==> src/mhsp_pkg.sv <==
package mhsp_pkg;
	// Frame geometry
	localparam int FRAME_BITS = 32;
	localparam int DATA_BITS = 24;
	localparam int STATUS_BITS = 8;
	localparam int RW_BIT = 23;
	// Output update delay after serial clock falls, in device clocks
	localparam int SDO_DELAY_CLKS = 4;
	// Clocks from pin fall to registered fall detect (two sync stages, one edge stage)
	localparam int SDO_DETECT_CLKS = 3;
	localparam logic [3:0] STEP_DIV_RESET = 4'hf;
	localparam int FRAME_CNT_W = 6;
endpackage

==> src/mhsp_sync.sv <==
`timescale 1ns/1ps
module mhsp_sync #(
	parameter int WIDTH = 3
) (
	input wire logic clk,
	input wire logic rst,
	input wire logic [WIDTH-1:0] asyncIn,
	output logic [WIDTH-1:0] syncOut
);
	logic [WIDTH-1:0] stage1_reg;
	logic [WIDTH-1:0] stage2_reg;
	logic [WIDTH-1:0] stage1_next;
	logic [WIDTH-1:0] stage2_next;

	// Idle level of select and clock is high
	always_comb
	begin
		stage1_next = asyncIn;
		stage2_next = stage1_reg;
	end

	always_ff @(posedge clk)
	begin
		if (rst)
		begin
			stage1_reg <= '1;
			stage2_reg <= '1;
		end
		else
		begin
			stage1_reg <= stage1_next;
			stage2_reg <= stage2_next;
		end
	end

	assign syncOut = stage2_reg;
endmodule

==> src/motion_ctrl_host_serial_port.sv <==
`timescale 1ns/1ps
module motion_ctrl_host_serial_port (
	input wire logic clk,
	input wire logic rst,
	input wire logic host_select_n,
	input wire logic hostSerialClk,
	input wire logic hostSerialIn,
	input wire logic interrupt_flag_n,
	input wire logic [mhsp_pkg::STATUS_BITS-1:0] statusBits,
	input wire logic [mhsp_pkg::DATA_BITS-1:0] readData,
	output logic host_out_irq_shared_pin,
	output logic host_out_irq_shared_pin_oe,
	output logic [mhsp_pkg::FRAME_BITS-1:0] frameBuf,
	output logic frameValid,
	output logic frameIsRead,
	output logic [3:0] step_clock_predivider
);
	localparam int FW = mhsp_pkg::FRAME_BITS;
	localparam logic [mhsp_pkg::FRAME_CNT_W-1:0] FRAME_LEN = mhsp_pkg::FRAME_CNT_W'(FW);
	// Sync and edge detect already spend part of the delay; keeps 8-clock bit periods usable
	localparam logic [2:0] DLY_LAST = 3'(mhsp_pkg::SDO_DELAY_CLKS - mhsp_pkg::SDO_DETECT_CLKS);

	// ************************************************
	// Input synchronisation
	// ************************************************
	logic [2:0] syncPins;
	mhsp_sync #(.WIDTH(3)) u_sync (
		.clk(clk),
		.rst(rst),
		.asyncIn({host_select_n, hostSerialClk, hostSerialIn}),
		.syncOut(syncPins)
	);
	logic selN;
	logic sclk;
	logic sdi;
	assign selN = syncPins[2];
	assign sclk = syncPins[1];
	assign sdi = syncPins[0];

	// ************************************************
	// Port state
	// ************************************************
	typedef enum logic [1:0] {MHSP_IDLE, MHSP_ACTIVE} mhsp_state_t;
	mhsp_state_t state_reg, state_next;
	logic selN_reg, selN_next;
	logic sclk_reg, sclk_next;
	logic [FW-1:0] rxShift_reg, rxShift_next;
	logic [FW-1:0] txShift_reg, txShift_next;
	logic [mhsp_pkg::FRAME_CNT_W-1:0] bitCnt_reg, bitCnt_next;
	logic [2:0] dly_reg, dly_next;
	logic dlyRun_reg, dlyRun_next;
	logic sdo_reg, sdo_next;
	logic [FW-1:0] buf_reg, buf_next;
	logic valid_reg, valid_next;
	logic isRead_reg, isRead_next;
	logic selRise;
	logic selFall;
	logic sclkRise;
	logic sclkFall;

	assign selRise = selN & ~selN_reg;
	assign selFall = ~selN & selN_reg;
	assign sclkRise = sclk & ~sclk_reg;
	assign sclkFall = ~sclk & sclk_reg;

	always_comb
	begin
		state_next = state_reg;
		selN_next = selN;
		sclk_next = sclk;
		rxShift_next = rxShift_reg;
		txShift_next = txShift_reg;
		bitCnt_next = bitCnt_reg;
		dly_next = dly_reg;
		dlyRun_next = dlyRun_reg;
		sdo_next = sdo_reg;
		buf_next = buf_reg;
		valid_next = 1'b0;
		isRead_next = isRead_reg;
		unique case (state_reg)
			MHSP_IDLE:
			begin
				sdo_next = interrupt_flag_n;
				if (selFall)
				begin
					state_next = MHSP_ACTIVE;
					bitCnt_next = '0;
					dlyRun_next = 1'b0;
					txShift_next = {statusBits, readData};
					sdo_next = statusBits[mhsp_pkg::STATUS_BITS-1];
				end
			end
			MHSP_ACTIVE:
			begin
				// sample on rising clock, MSB first
				if (sclkRise)
				begin
					rxShift_next = {rxShift_reg[FW-2:0], sdi};
					if (bitCnt_reg != FRAME_LEN)
						bitCnt_next = bitCnt_reg + 1'b1;
				end
				if (sclkFall)
				begin
					dlyRun_next = 1'b1;
					dly_next = '0;
				end
				else if (dlyRun_reg)
				begin
					if (dly_reg == DLY_LAST)
					begin
						dlyRun_next = 1'b0;
						txShift_next = {txShift_reg[FW-2:0], 1'b0};
						// Bit for the coming rise, MSB at the first fall
						sdo_next = txShift_reg[FW-1];
					end
					else
						dly_next = dly_reg + 1'b1;
				end
				if (selRise)
				begin
					state_next = MHSP_IDLE;
					sdo_next = interrupt_flag_n;
					// commit on select rise, full frames only
					if (bitCnt_reg == FRAME_LEN)
					begin
						buf_next = rxShift_reg;
						valid_next = 1'b1;
						isRead_next = rxShift_reg[mhsp_pkg::RW_BIT];
					end
				end
			end
			default:
				state_next = MHSP_IDLE;
		endcase
	end

	always_ff @(posedge clk)
	begin
		if (rst)
		begin
			state_reg <= MHSP_IDLE;
			selN_reg <= 1'b1;
			sclk_reg <= 1'b1;
			rxShift_reg <= '0;
			txShift_reg <= '0;
			bitCnt_reg <= '0;
			dly_reg <= '0;
			dlyRun_reg <= 1'b0;
			sdo_reg <= 1'b1;
			buf_reg <= '0;
			valid_reg <= 1'b0;
			isRead_reg <= 1'b0;
		end
		else
		begin
			state_reg <= state_next;
			selN_reg <= selN_next;
			sclk_reg <= sclk_next;
			rxShift_reg <= rxShift_next;
			txShift_reg <= txShift_next;
			bitCnt_reg <= bitCnt_next;
			dly_reg <= dly_next;
			dlyRun_reg <= dlyRun_next;
			sdo_reg <= sdo_next;
			buf_reg <= buf_next;
			valid_reg <= valid_next;
			isRead_reg <= isRead_next;
		end
	end

	// ************************************************
	// Predivider and pin drive
	// ************************************************
	logic [3:0] div_reg, div_next;
	logic oe_reg, oe_next;

	always_comb
	begin
		div_next = div_reg;
		oe_next = 1'b1;
	end

	always_ff @(posedge clk)
	begin
		if (rst)
		begin
			div_reg <= mhsp_pkg::STEP_DIV_RESET;
			oe_reg <= 1'b1;
		end
		else
		begin
			div_reg <= div_next;
			oe_reg <= oe_next;
		end
	end

	assign host_out_irq_shared_pin = sdo_reg;
	assign host_out_irq_shared_pin_oe = oe_reg;
	assign frameBuf = buf_reg;
	assign frameValid = valid_reg;
	assign frameIsRead = isRead_reg;
	assign step_clock_predivider = div_reg;
endmodule

==> config.mk <==
export PLATFORM = sky130hd
export DESIGN_NAME = motion_ctrl_host_serial_port
export DESIGN_NICKNAME = d
export VERILOG_FILES = /design/src/mhsp_pkg.sv /design/src/mhsp_sync.sv /design/src/motion_ctrl_host_serial_port.sv
export SDC_FILE = /design/constraint.sdc
export NUM_CORES = 1
export LEC_CHECK = 0
export BUFFER_PORTS_ARGS = -buffer_cell sky130_fd_sc_hd__buf_2
export CAP_MARGIN = 0
export CORE_UTILIZATION = 47
export CTS_CLUSTER_DIAMETER = 150
export CTS_CLUSTER_SIZE = 25
export DETAILED_ROUTE_END_ITERATION = 10
export GPL_TIMING_DRIVEN = 0
export MAX_ROUTING_LAYER = met4
export PLACE_DENSITY = 0.7
export SYNTH_ARGS = -nofsm -noshare
export SYNTH_HDL_FRONTEND = slang
export SYNTH_HIERARCHICAL = 1
export SYNTH_SLANG_ARGS = --single-unit
==> constraint.sdc <==
create_clock -name clk -period 5 [get_ports clk]
set_input_delay 0 -clock clk [delete_from_list [all_inputs] [get_ports clk]]
set_output_delay 0 -clock clk [all_outputs]
set_load 0.02 [all_outputs]
; Word level (Yosys, flattened, before mapping)
; Index checks and enable logic that the tools add are counted.
[classes]
add_sub_neg = 2
mul = 0
div_mod_pow = 0
n_lt_le_gt_ge = 0
eq_ne = 15
shift = 0
mux = 27
bitwise = 10
reduce_logical = 12
[op_table]
columns = operator, n
row1 = two-way mux 32 bit, 4
row2 = one-hot mux 32 bit (2 select lines), 1
row3 = two-way mux 6 bit, 3
row4 = "inequality test 2 bit, second input constant", 8
row5 = one-hot mux 6 bit (2 select lines), 1
row6 = two-way mux 1 bit, 10
row7 = two-way mux 3 bit, 3
row8 = "inequality test 3 bit, second input constant", 3
row9 = AND reduction 4 bit, 2
row10 = "adder 6 x 1 -> 6 bit, second input constant", 1
row11 = "equality test 6 bit, second input constant", 1
row12 = "inequality test 6 bit, second input constant", 1
row13 = NOT 1 bit, 6
row14 = AND reduction 2 bit, 3
row15 = AND reduction 3 bit, 2
row16 = AND reduction 5 bit, 1
row17 = AND 1 bit, 4
row18 = two-way mux 2 bit, 2
row19 = one-hot mux 1 bit (2 select lines), 2
row20 = one-hot mux 2 bit (2 select lines), 1
row21 = nonzero test 2 bit, 2
row22 = "adder 3 x 1 -> 3 bit, second input constant", 1
row23 = "equality test 3 x 1 -> 1 bit, second input constant", 1
row24 = OR reduction 3 bit, 1
row25 = 2 further kinds, 2
[totals]
ff_bits = 119
latchBits = 0
mem_bits_rw = 0
romBits = 0
in_bits = 38
mem_count = 0

; Longest topological paths before layout
; Gate-level depths: netlist of the first run.
[logic_depth]
depth_word = 6
depth_mapped = 8
depth_no_buf = 6

; Cells and area by module
; The synthesis of the first run kept the hierarchy.
[modules_own_cells]
columns = module, n_inst, cells_per_inst, area_each_um2, seq_area_each_um2
row1 = motion_ctrl_host_serial_port, 1, 519, 4446.8, 2222.1
row2 = mhsp_sync, 1, 12, 157.7, 120.1

; Least setup slack after synthesis of the first run
; OpenSTA, ideal clock, no wires.
[synth_timing]
kind = register to register
from = reg bitCnt_reg[0] (netlist name)
to = reg buf_reg[23], in the netlist frameBuf[23]
arrival_time_ns = 1.461
setup_slack_ns = 3.406
path_stages_with_launch = 9
path_cell_list = dfxtp_1 > inv_1 > ha_1 > nand4bb_1 > or3_1 > buf_2 > buf_6 > nand2_1 > a21oi_1
[synth_via]
elab_chain_cells = 2
[synth_rtl]
columns = element, line_no
row1 = from (decl), motion_ctrl_host_serial_port.sv:49  ; logic [mhsp_pkg::FRAME_CNT_W-1:0] bitCnt_reg, bitCnt_next;
row2 = from (signal assigned), motion_ctrl_host_serial_port.sv:161  ; bitCnt_reg <= bitCnt_next;
row3 = equality test 6 bit, motion_ctrl_host_serial_port.sv:124  ; if (bitCnt_reg == FRAME_LEN)
row4 = AND reduction 3 bit (no source line), -
row5 = to (signal assigned), motion_ctrl_host_serial_port.sv:165  ; buf_reg <= buf_next;
row6 = to (decl), motion_ctrl_host_serial_port.sv:53  ; logic [FW-1:0] buf_reg, buf_next;
; Every way passes these cells.
; A chain may end at the register's enable or synchronous reset.

; Final worst setup path of the first run
[layout_timing]
from = reg u_sync.stage2_reg[2], in the netlist u_sync/syncOut[2]
to = reg sdo_reg, in the netlist host_out_irq_shared_pin
[layout_via]
elab_chain_cells = 4
word_cells_on_any_way = 10
cone_classes = 3 x eq/ne / 3 x mux / 3 x bitwise / 1 x reduce/logical
[layout_rtl]
columns = element, line_no
row1 = from (decl), mhsp_sync.sv:11  ; logic [WIDTH-1:0] stage2_reg;
row2 = from (signal assigned), mhsp_sync.sv:32  ; stage2_reg <= stage2_next;
row3 = NOT 1 bit, motion_ctrl_host_serial_port.sv:62  ; assign selFall = ~selN & selN_reg;
row4 = AND 1 bit, motion_ctrl_host_serial_port.sv:62
row5 = two-way mux 1 bit, motion_ctrl_host_serial_port.sv:84  ; if (selFall)
row6 = one-hot mux 1 bit (2 select lines), motion_ctrl_host_serial_port.sv:80  ; unique case (state_reg)
row7 = to (signal assigned), motion_ctrl_host_serial_port.sv:164  ; sdo_reg <= sdo_next;
row8 = to (decl), motion_ctrl_host_serial_port.sv:52  ; logic sdo_reg, sdo_next;
; Several ways; a longest one is shown, not always the timed one.

==> results of run 1 <==
==> metal layers <==
| layer | wire length [um] | vias to the layer above |
|---|---|---|
| met3 | 421 | 20 |
| met5 | 0 | - |
| met1 | 4770 | 1920 |
| met4 | 154 | 0 |
| met2 | 5500 | 109 |
| li1 | - | 2063 |
==> cell usage in the layout, fill, tap and decap left out, types with 6 or more instances in the layout <==
cell type,n
buf_2,82
a21oi_1,71
dfxtp_1,117
clkbuf_1,19
nand2_1,133
nor2_1,38
inv_1,6
or2_1,7
dlygate4sd3_1,41
buf_4,11
mux2i_1,32
a211oi_1,31
clkbuf_16,16
==> layout make-up <==
class / instances / area share
Timing Repair Buffer: 113 / 0.126
Multi-Input combinational cell: 368 / 0.328
Clock buffer: 18 / 0.0701
Inverter: 6 / 0.00369
Tap cell: 129 / 0.0264
Sequential cell: 117 / 0.384
Buffer: 44 / 0.0408
Clock inverter: 14 / 0.0209
==> worst paths after layout <==
| check | end | cells after the start | slack (ps) |
|---|---|---|---|
| setup / recovery | host_out_irq_shared_pin$_SDFFE_PP1P_ | 5 | 3130 |
| hold / removal | u_sync/syncOut[2]$_SDFF_PP1_ | 3 | 370 |
| setup reg to reg | host_out_irq_shared_pin$_SDFFE_PP1P_ | 5 | 3130 |
| hold reg to reg | u_sync/syncOut[2]$_SDFF_PP1_ | 1 | 420 |
==> critical path: stages (launching register included) <==
cell	delay (ps)
dfxtp_1	410
nand2b_1	160
a32o_1	300
a311oi_1	240
dlygate4sd3_1	590
mux2i_1	70
==> cell families (layout without fill, tap and decap cells) <==
kind of cell	Yosys count	after routing
AOI/OAI and AO/OA	119	119
adders and majority gates	4	4
buffers and inverters	50	195
DFF	117	117
muxes	33	33
other	1	5
and+or+nand+nor	207	207
==> report_power, final <==
part / switching [mW] / internal (mW) / leakage, nW
clock: 0.447 / 0.674 / 0.264
combinational: 0.0692 / 0.0673 / 1.07
sequential: 0.0100 / 0.951 / 0.948
total: 0.526 / 1.69 / 2.28
==> timing repair <==
action | in CTS | in global routing
hold endpoints to repair | 39 | 0
buffers inserted | 0 | 0
hold buffers | 41 | 0
==> impl_metrics.json, run 1 <==
{
  "status": "finished clean",
  "drcViolationCount": 0,
  "gr-usage-met1": 0.261,
  "crit_required_ps": 5400,
  "first_pass_iters": 4,
  "grt_pass1_wl_um": 18300,
  "place.detailed.hpwl_um": 6950,
  "grt_util_met2": 0.416,
  "layoutNonFillerInstCount": 809,
  "fill_cells": 757,
  "synth_top_area_frac": 0.509,
  "post_drt_wl_per_cell_um": 13.4,
  "cts_buffers": 17,
  "drt_iter0_markers": 206,
  "ant_nets": 0,
  "regArea_mm2": 0.00234,
  "ys_types": 39,
  "fin_crit_ps": 1870,
  "placedCellCount": 736,
  "gp_congestion": 0.824,
  "hp-class": "in2reg",
  "synthAdderAreaFrac": 0.0109,
  "synthSimpleGateAreaFrac": 0.193,
  "dieArea_mm2": 0.0102,
  "path_max_fanout": 4,
  "fin_util": 0.652,
  "tns_ps": 0,
  "initial_core_util": 0.491,
  "synth.area.top_cells": "dfxtp_1 51%, nand2_1 11%, a21oi_1 7.7%",
  "synthFlopType": "dfxtp_1",
  "synth_edf_count": 0,
  "clk_pin_slew_worst_paths_ps": 60,
  "cts-root-buf": "clkbuf_8",
  "vias": 4112,
  "die_w_um": 101,
  "fin_area_mm2": 0.00611,
  "grtUsageTotal": 0.239,
  "synth_top_family_by_area": "simple AND/OR/NAND/NOR gates",
  "cp-end-kind": "flip-flop",
  "port_buffers": 72,
  "ys_seq_area_frac": 0.509,
  "antenna-diode-count": 0,
  "overflow": 0,
  "worstSetupStartpoint": "u_sync/syncOut[2]$_SDFF_PP1_",
  "clock_sinks": 117,
  "cap_violations": 0,
  "period_share": 0.375,
  "powerDensity_mw_per_mm2": 363,
  "yosys_warnings": 6,
  "insertion_delay_ps": 520,
  "grt-busiest-layer": "met2",
  "skew_ps": 9.39,
  "syn_inst": 531,
  "grtUsageMet3": 0.0652,
  "synth-compound-area-share": 0.155,
  "path_class": "reg2reg",
  "relSlewSlack": 0.521,
  "num-nets-final": 709,
  "tightest_slew_ps": 719,
  "synthMuxAreaShare": 0.0720,
  "antenna_found_initial": 0,
  "yosys.area.top_type": "dfxtp_1",
  "area_growth_pct": 32.6,
  "coreArea_mm2": 0.00937,
  "layout-drive-gt1-share": 0.199,
  "multiInputGateArea_mm2": 0.00201,
  "p_total_mw": 2.22,
  "dpl-instance-area_mm2": 0.00514,
  "holdWs_ps": 370,
  "start_kind": "flip-flop",
  "wirelength_um": 10800,
  "hold_violations": 0,
  "rsz0062_at_grt": "false",
  "syn_area_mm2": 0.00460,
  "synth_most_common_cell": "nand2_1",
  "finalWorstSetupSlack_ps": 3130,
  "r2r_start": "u_sync/syncOut[2]$_SDFF_PP1_",
  "p_leak_nw": 2.28,
  "setup_viol": 0,
  "htree_levels": 4,
  "ir_worst_vdd_v": 0.000262,
  "min_from": "rst",
  "syn_avg_cell_area_um2": 8.67,
  "grt_start_max_net_pins": 17,
  "io_pins": 78,
  "floorplan.rows": 35,
  "die_h_um": 101,
  "dp_slack_ps": 3210,
  "ys_ff_latch": 117,
  "viasPerCell": 5.08,
  "cts_resized": 0,
  "synthArstFlopShare": 0,
  "synth_xor_area_frac": 0,
  "synthTopCellsByCount": "133 x nand2_1, 117 x dfxtp_1, 71 x a21oi_1, 38 x nor2_1, 32 x mux2i_1",
  "clk_path_buf_depth": 2,
  "cts_tree": "done",
  "report.final.slew_viol_count": 0,
  "max_freq_mhz": 534,
  "grt_pass1_vias": 4062,
  "cp.arrival_ps": 2270
}
No activity file was read; power rests on OpenSTA's default activity.
==> run 2, diff against run 1 <==
--- a/config.mk
+++ b/config.mk
@@ -13,7 +13,7 @@
 export DETAILED_ROUTE_END_ITERATION = 10
 export GPL_TIMING_DRIVEN = 0
 export MAX_ROUTING_LAYER = met4
-export PLACE_DENSITY = 0.7
+export PLACE_DENSITY = 0.72
 export SYNTH_ARGS = -nofsm -noshare
 export SYNTH_HDL_FRONTEND = slang
 export SYNTH_HIERARCHICAL = 1
==> constraint.sdc (replaced) <==
create_clock -name clk -period 1.6 [get_ports clk]
set_input_delay 0 -clock clk [delete_from_list [all_inputs] [get_ports clk]]
set_output_delay 0 -clock clk [all_outputs]
set_load 0.02 [all_outputs]
==> run 2 against run 1 <==
  * The flow now finishes with violations (negative setup slack)
  * Clock power rose to 3.3 times the previous value
  * Highest routed layer unchanged
  * Clock-buffer cell count down 1
  * Fmax up 16%
==> impl_metrics.json, run 2 (same netlist as run 1, synthesis figures left out) <==
{
  "status": "finished, violations left",
  "violations": "negative setup slack",
  "clk_pin_slew_worst_paths_ps": 60,
  "layout-drive-gt1-share": 0.332,
  "grt_pass1_vias": 4201,
  "grtUsageTotal": 0.258,
  "layout_common_cells": "119 x nand2_1, 112 x dfxtp_1, 74 x buf_2, 63 x a21oi_1, 40 x dlygate4sd3_1",
  "p_leak_nw": 2.54,
  "p_clk_frac": 0.514,
  "clk_path_buf_depth": 2,
  "fill_cells": 666,
  "report.final.slew_viol_count": 0,
  "post_drt_wl_per_cell_um": 15.9,
  "sequentialPowerShare": 0.414,
  "num-nets-final": 734,
  "floorplan.rows": 35,
  "start_kind": "flip-flop",
  "grt_start_max_net_pins": 17,
  "worstSetupStartpoint": "bitCnt_reg[0]$_SDFFE_PP0P_",
  "relSlewSlack": 0.506,
  "cap_violations": 0,
  "combPwrFrac": 0.072,
  "p_int_mw": 5.47,
  "min_from": "interrupt_flag_n",
  "finalWorstSetupSlack_ps": -14.1,
  "fin_crit_ps": 1610,
  "drcViolationCount": 0,
  "port_buffers": 72,
  "final_common_cell": "nand2_1",
  "clock_sinks": 117,
  "cts_tree": "done",
  "skew_ps": 5.86,
  "setup_viol": 6,
  "insertion_delay_ps": 540,
  "rsz0062_at_grt": "true",
  "cp-end-kind": "flip-flop",
  "cp.arrival_ps": 2080,
  "die_h_um": 101,
  "hp-class": "in2reg",
  "initial_core_util": 0.491,
  "first_pass_iters": 4,
  "coreArea_mm2": 0.00937,
  "crit_required_ps": 2070,
  "place.detailed.hpwl_um": 6970,
  "grt_pass1_wl_um": 19400,
  "r2r_start": "bitCnt_reg[0]$_SDFFE_PP0P_",
  "ir_worst_vdd_v": 0.000806,
  "drt_iter0_markers": 202,
  "period_share": 1.01,
  "tightest_slew_ps": 740,
  "path_max_fanout": 10,
  "p_switching_mw": 1.80,
  "swShare": 0.248,
  "fin_util": 0.729,
  "wirelength_um": 13300,
  "powerDensity_mw_per_mm2": 1060,
  "antenna-diode-count": 0,
  "dp_slack_ps": -230,
  "antenna_found_initial": 0,
  "die_w_um": 101,
  "overflow": 0,
  "max_freq_mhz": 620,
  "path_class": "reg2reg",
  "viasPerCell": 5.27,
  "cts_buffers": 17,
  "htree_levels": 4,
  "ant_nets": 0,
  "dieArea_mm2": 0.0102,
  "io_pins": 78,
  "area_growth_pct": 48.4,
  "gp_congestion": 0.778,
  "vias": 4392,
  "hold_violations": 0,
  "cts-root-buf": "clkbuf_8"
}
-- run 2: cell count changes in the layout (fill, tap and decap cells not counted), moves of 5 or more --
cell and change:
nand2_2 +8, a21oi_1 -8, nor2_2 +11, a211oi_2 +21
dfxtp_2 +5, a21oi_2 +8, buf_8 +7, dfxtp_1 -5
buf_4 +18, nand2_4 +6, nor2_1 -12, a211oi_1 -21
nand2_1 -14, buf_2 -8
-- run 2: what timing repair did --
item	4_1_cts	5_1_grt
setup buffers	10	12
pin swaps	4	19
hold buffers	40	0
gates cloned	1	5
endpoints found under the setup margin	67	72
hold endpoints to repair	39	0
resized for setup	37	78
-- run 2: cell type report --
type                    instances  area (um2)  area share
well taps                     129         161      0.0236
clock inverters                15         170      0.0249
clock buffers                  17         414      0.0606
plain buffers                  43         330      0.0484
inverters                       6        22.5     0.00330
flip-flops and latches        117        2350       0.344
repair buffers                139        1050       0.154
multi-input cells             368        2330       0.341
-- run 2: power by group through the flow --
stage / registers, mW / clock network (mW) / logic, mW
detailed placement: 3.06 / 0 / 0.336
global route: 3.01 / 3.94 / 0.558
finish: 3.01 / 3.74 / 0.522
floorplan: 3.06 / 0 / 0.232
global placement: 3.06 / 0 / 0.325
CTS: 3.00 / 3.75 / 0.431
-- run 2: metrics by stage --
step / TNS, ps / instance area (um2) / std cells / hold WS, ps / total power, mW
CTS: 0 / 6360 / 819 / 325 / 7.19
finish: -33.7 / 6830 / 834 / 326 / 7.27
floorplan: 0 / 4620 / 535 / 97.1 / 3.29
detailed placement: -10520 / 5140 / 736 / 185 / 3.40
global route: -1640 / 6830 / 834 / 351 / 7.51
global placement: -6880 / 5140 / 736 / 185 / 3.39
-- run 2: layer usage --
| metal | vias up | part of all wire | track usage |
|---|---|---|---|
| li1 | 2123 | - | - |
| met1 | 2085 | 0.41 | 0.273 |
| met2 | 153 | 0.52 | 0.455 |
| met3 | 31 | 0.047 | 0.0770 |
| met4 | 0 | 0.023 | 0.0970 |
| met5 | - | 0 | - |
-- run 2: worst paths after layout --
path | to | slack [ps] | cells after the start
worst min register to register | u_sync/syncOut[2]$_SDFF_PP1_ | 410 | 1
worst max register to register | frameBuf[10]$_SDFFE_PP0P_ | -10 | 9
worst min-delay path | host_out_irq_shared_pin$_SDFFE_PP1P_ | 330 | 4
worst max-delay path | frameBuf[10]$_SDFFE_PP0P_ | -10 | 9
-- run 2: critical path, stage by stage, from the launching register on --
cell	delay, ps
dfxtp_2	330
inv_2	70
ha_4	130
nand4bb_4	120
buf_4	160
nor3_4	200
buf_4	160
buf_6	140
nand2_1	90
a21oi_2	140
==> run 3, diff against run 2 <==
==> constraint.sdc (replaced) <==
create_clock -name clk -period 1.6 [get_ports clk]
set_input_delay 0 -clock clk [delete_from_list [all_inputs] [get_ports clk]]
set_output_delay 0 -clock clk [all_outputs]
set_load 0.1 [all_outputs]
==> run 3 against run 2 <==
  * The run still ends with negative setup slack left
  * Sequential power about the same
  * Non-clock buffer count shrank 17
  * Die area stayed put
  * Clock-buffer cell count rose by 2
  * Power fell by 6.0%
  * Largest cell class unchanged
  * Worst hold slack got worse by 0.64 ps
  * Combinational power increased by 9.6%
  * Critical endpoint is now txShift_reg[23]$_SDFFE_PP0P_
  * Via count down 3.8%
  * Cell area decreased by 4.8%
  * Clock power is 13% lower
  * Clock skew grew 4.5 ps
  * First-iteration DRC count decreased by 11%
==> impl_metrics.json, run 3 (same netlist as run 1, synthesis figures left out) <==
{
  "relSlewSlack": 0.543,
  "period_share": 1.01,
  "grt_start_max_net_pins": 17,
  "cp.arrival_ps": 2030,
  "overflow": 0,
  "path_buf_inv": 3,
  "dp_slack_ps": -169,
  "grt_pass1_vias": 4189,
  "insertion_delay_ps": 520,
  "rsz0062_at_grt": "true",
  "path_cells": "inv_2 -> ha_4 -> nor2b_4 -> a41o_1 -> buf_6 -> buf_8 -> nor2_1 -> a211oi_1",
  "cts-root-buf": "clkbuf_8",
  "fill_cells": 732,
  "gr-usage-met1": 0.258,
  "p_leak_nw": 2.39,
  "start_kind": "flip-flop",
  "die_h_um": 101,
  "clock_sinks": 117,
  "powerDensity_mw_per_mm2": 1050,
  "critPathSlowestCell": "dfxtp_2",
  "first_pass_iters": 5,
  "crit_required_ps": 2020,
  "grtUsageMet3": 0.0603,
  "die_w_um": 101,
  "grt_util_met2": 0.424,
  "status": "finished, violations left",
  "drcViolationCount": 0,
  "finalWorstSetupSlack_ps": -9.43,
  "vias": 4225,
  "wirelength_um": 11800,
  "floorplan.rows": 35,
  "antenna_found_initial": 0,
  "cts_buffers": 17,
  "viasPerCell": 5.17,
  "hp-class": "in2reg",
  "ir_worst_vdd_v": 0.000655,
  "initial_core_util": 0.491,
  "final_common_cell": "nand2_1",
  "max_freq_mhz": 621,
  "post_drt_wl_per_cell_um": 14.5,
  "grt_pass1_wl_um": 18700,
  "htree_levels": 4,
  "cap_violations": 0,
  "clk_path_buf_depth": 2,
  "coreArea_mm2": 0.00937,
  "num-nets-final": 717,
  "antenna-diode-count": 0,
  "violations": "negative setup slack",
  "fin_crit_ps": 1610,
  "cp-end-kind": "flip-flop",
  "tightest_slew_ps": 686,
  "path_class": "reg2reg",
  "ant_nets": 0,
  "skew_ps": 10.3,
  "p_total_mw": 6.84,
  "cpLargestDelayFamily": "compound AO/OA/AOI/OAI gates",
  "slowest_delay_ps": 330,
  "dieArea_mm2": 0.0102,
  "gp_congestion": 0.820,
  "drt_iter0_markers": 179,
  "report.final.slew_viol_count": 0,
  "clk_pin_slew_worst_paths_ps": 60,
  "layout-drive-gt1-share": 0.298,
  "path_max_fanout": 10,
  "area_growth_pct": 41.2,
  "port_buffers": 72,
  "layout_common_cells": "133 x nand2_1, 112 x dfxtp_1, 75 x buf_2, 68 x a21oi_1, 40 x dlygate4sd3_1",
  "grtUsageTotal": 0.242,
  "hold_violations": 0,
  "grt-busiest-layer": "met2",
  "cts_tree": "done",
  "place.detailed.hpwl_um": 7000,
  "io_pins": 78,
  "setup_viol": 1
}
==> run 3: per-stage QoR <==
| stage | area (um2) | instances | utilization | TNS [ps] | hold WS (ps) |
|---|---|---|---|---|---|
| detailed placement | 5170 | 736 | 0.551 | -4890 | 189 |
| global placement | 5170 | 736 | 0.551 | -3290 | 186 |
| finish | 6500 | 817 | 0.694 | -9.43 | 325 |
| global route | 6500 | 817 | 0.694 | -2230 | 359 |
| CTS | 6200 | 813 | 0.661 | -37.4 | 309 |
| floorplan | 4650 | 535 | - | 0 | 97.1 |
==> run 3: worst register-to-register path, delay by kind of cell (launching register included) <==
| family | cells | cell delay, ps |
|---|---|---|
| AOI/OAI and AO/OA | 2 | 450 |
| DFF | 1 | 330 |
| and+or+nand+nor | 2 | 210 |
| adders and majority gates | 1 | 120 |
| buffers and inverters | 3 | 390 |
==> run 3: worst paths after layout <==
path / start / endpoint / slack [ps] / depth (start not counted)
worst min-delay path: interrupt_flag_n / host_out_irq_shared_pin$_SDFFE_PP1P_ / 330 / 4
worst min register to register: u_sync/stage1_reg[2]$_SDFF_PP1_ / u_sync/syncOut[2]$_SDFF_PP1_ / 410 / 1
worst max register to register: dly_reg[1]$_SDFFE_PP0P_ / txShift_reg[23]$_SDFFE_PP0P_ / -9 / 8
worst max-delay path: dly_reg[1]$_SDFFE_PP0P_ / txShift_reg[23]$_SDFFE_PP0P_ / -9 / 8
==> run 3: report_power, final <==
group	switching, mW	leakage (nW)	internal [mW]	total [mW]
Sequential	0.0383	0.951	2.97	3.01
Clock	1.34	0.237	1.92	3.26
Combinational	0.322	1.20	0.250	0.572
Total	1.70	2.39	5.14	6.84
==> run 3: layout make-up <==
cell class | instances | area, um2 | share of cell area
flip-flops and latches | 117 | 2350 | 0.362
multi-input cells | 368 | 2270 | 0.350
repair buffers | 122 | 868 | 0.134
clock buffers | 19 | 432 | 0.0664
plain buffers | 43 | 305 | 0.0470
well taps | 129 | 161 | 0.0248
clock inverters | 13 | 86.3 | 0.0133
inverters | 6 | 22.5 | 0.00346
==> run 3: repair_timing <==
item / in CTS / in global routing
hold buffers: 40 / 0
hold endpoints to repair: 39 / 0
gates resized for setup: 20 / 67
gates cloned: 0 / 3
endpoints found under the setup margin: 64 / 71
pin swaps: 2 / 25
setup buffers: 5 / 2
==> run 3: metal layers <==
| layer | wire [um] | part of all wire | up-vias |
|---|---|---|---|
| met5 | 0 | 0 | - |
| met4 | 240 | 0.020 | 0 |
| met3 | 527 | 0.045 | 26 |
| met2 | 6200 | 0.52 | 130 |
| met1 | 4870 | 0.41 | 1980 |
| li1 | - | - | 2089 |
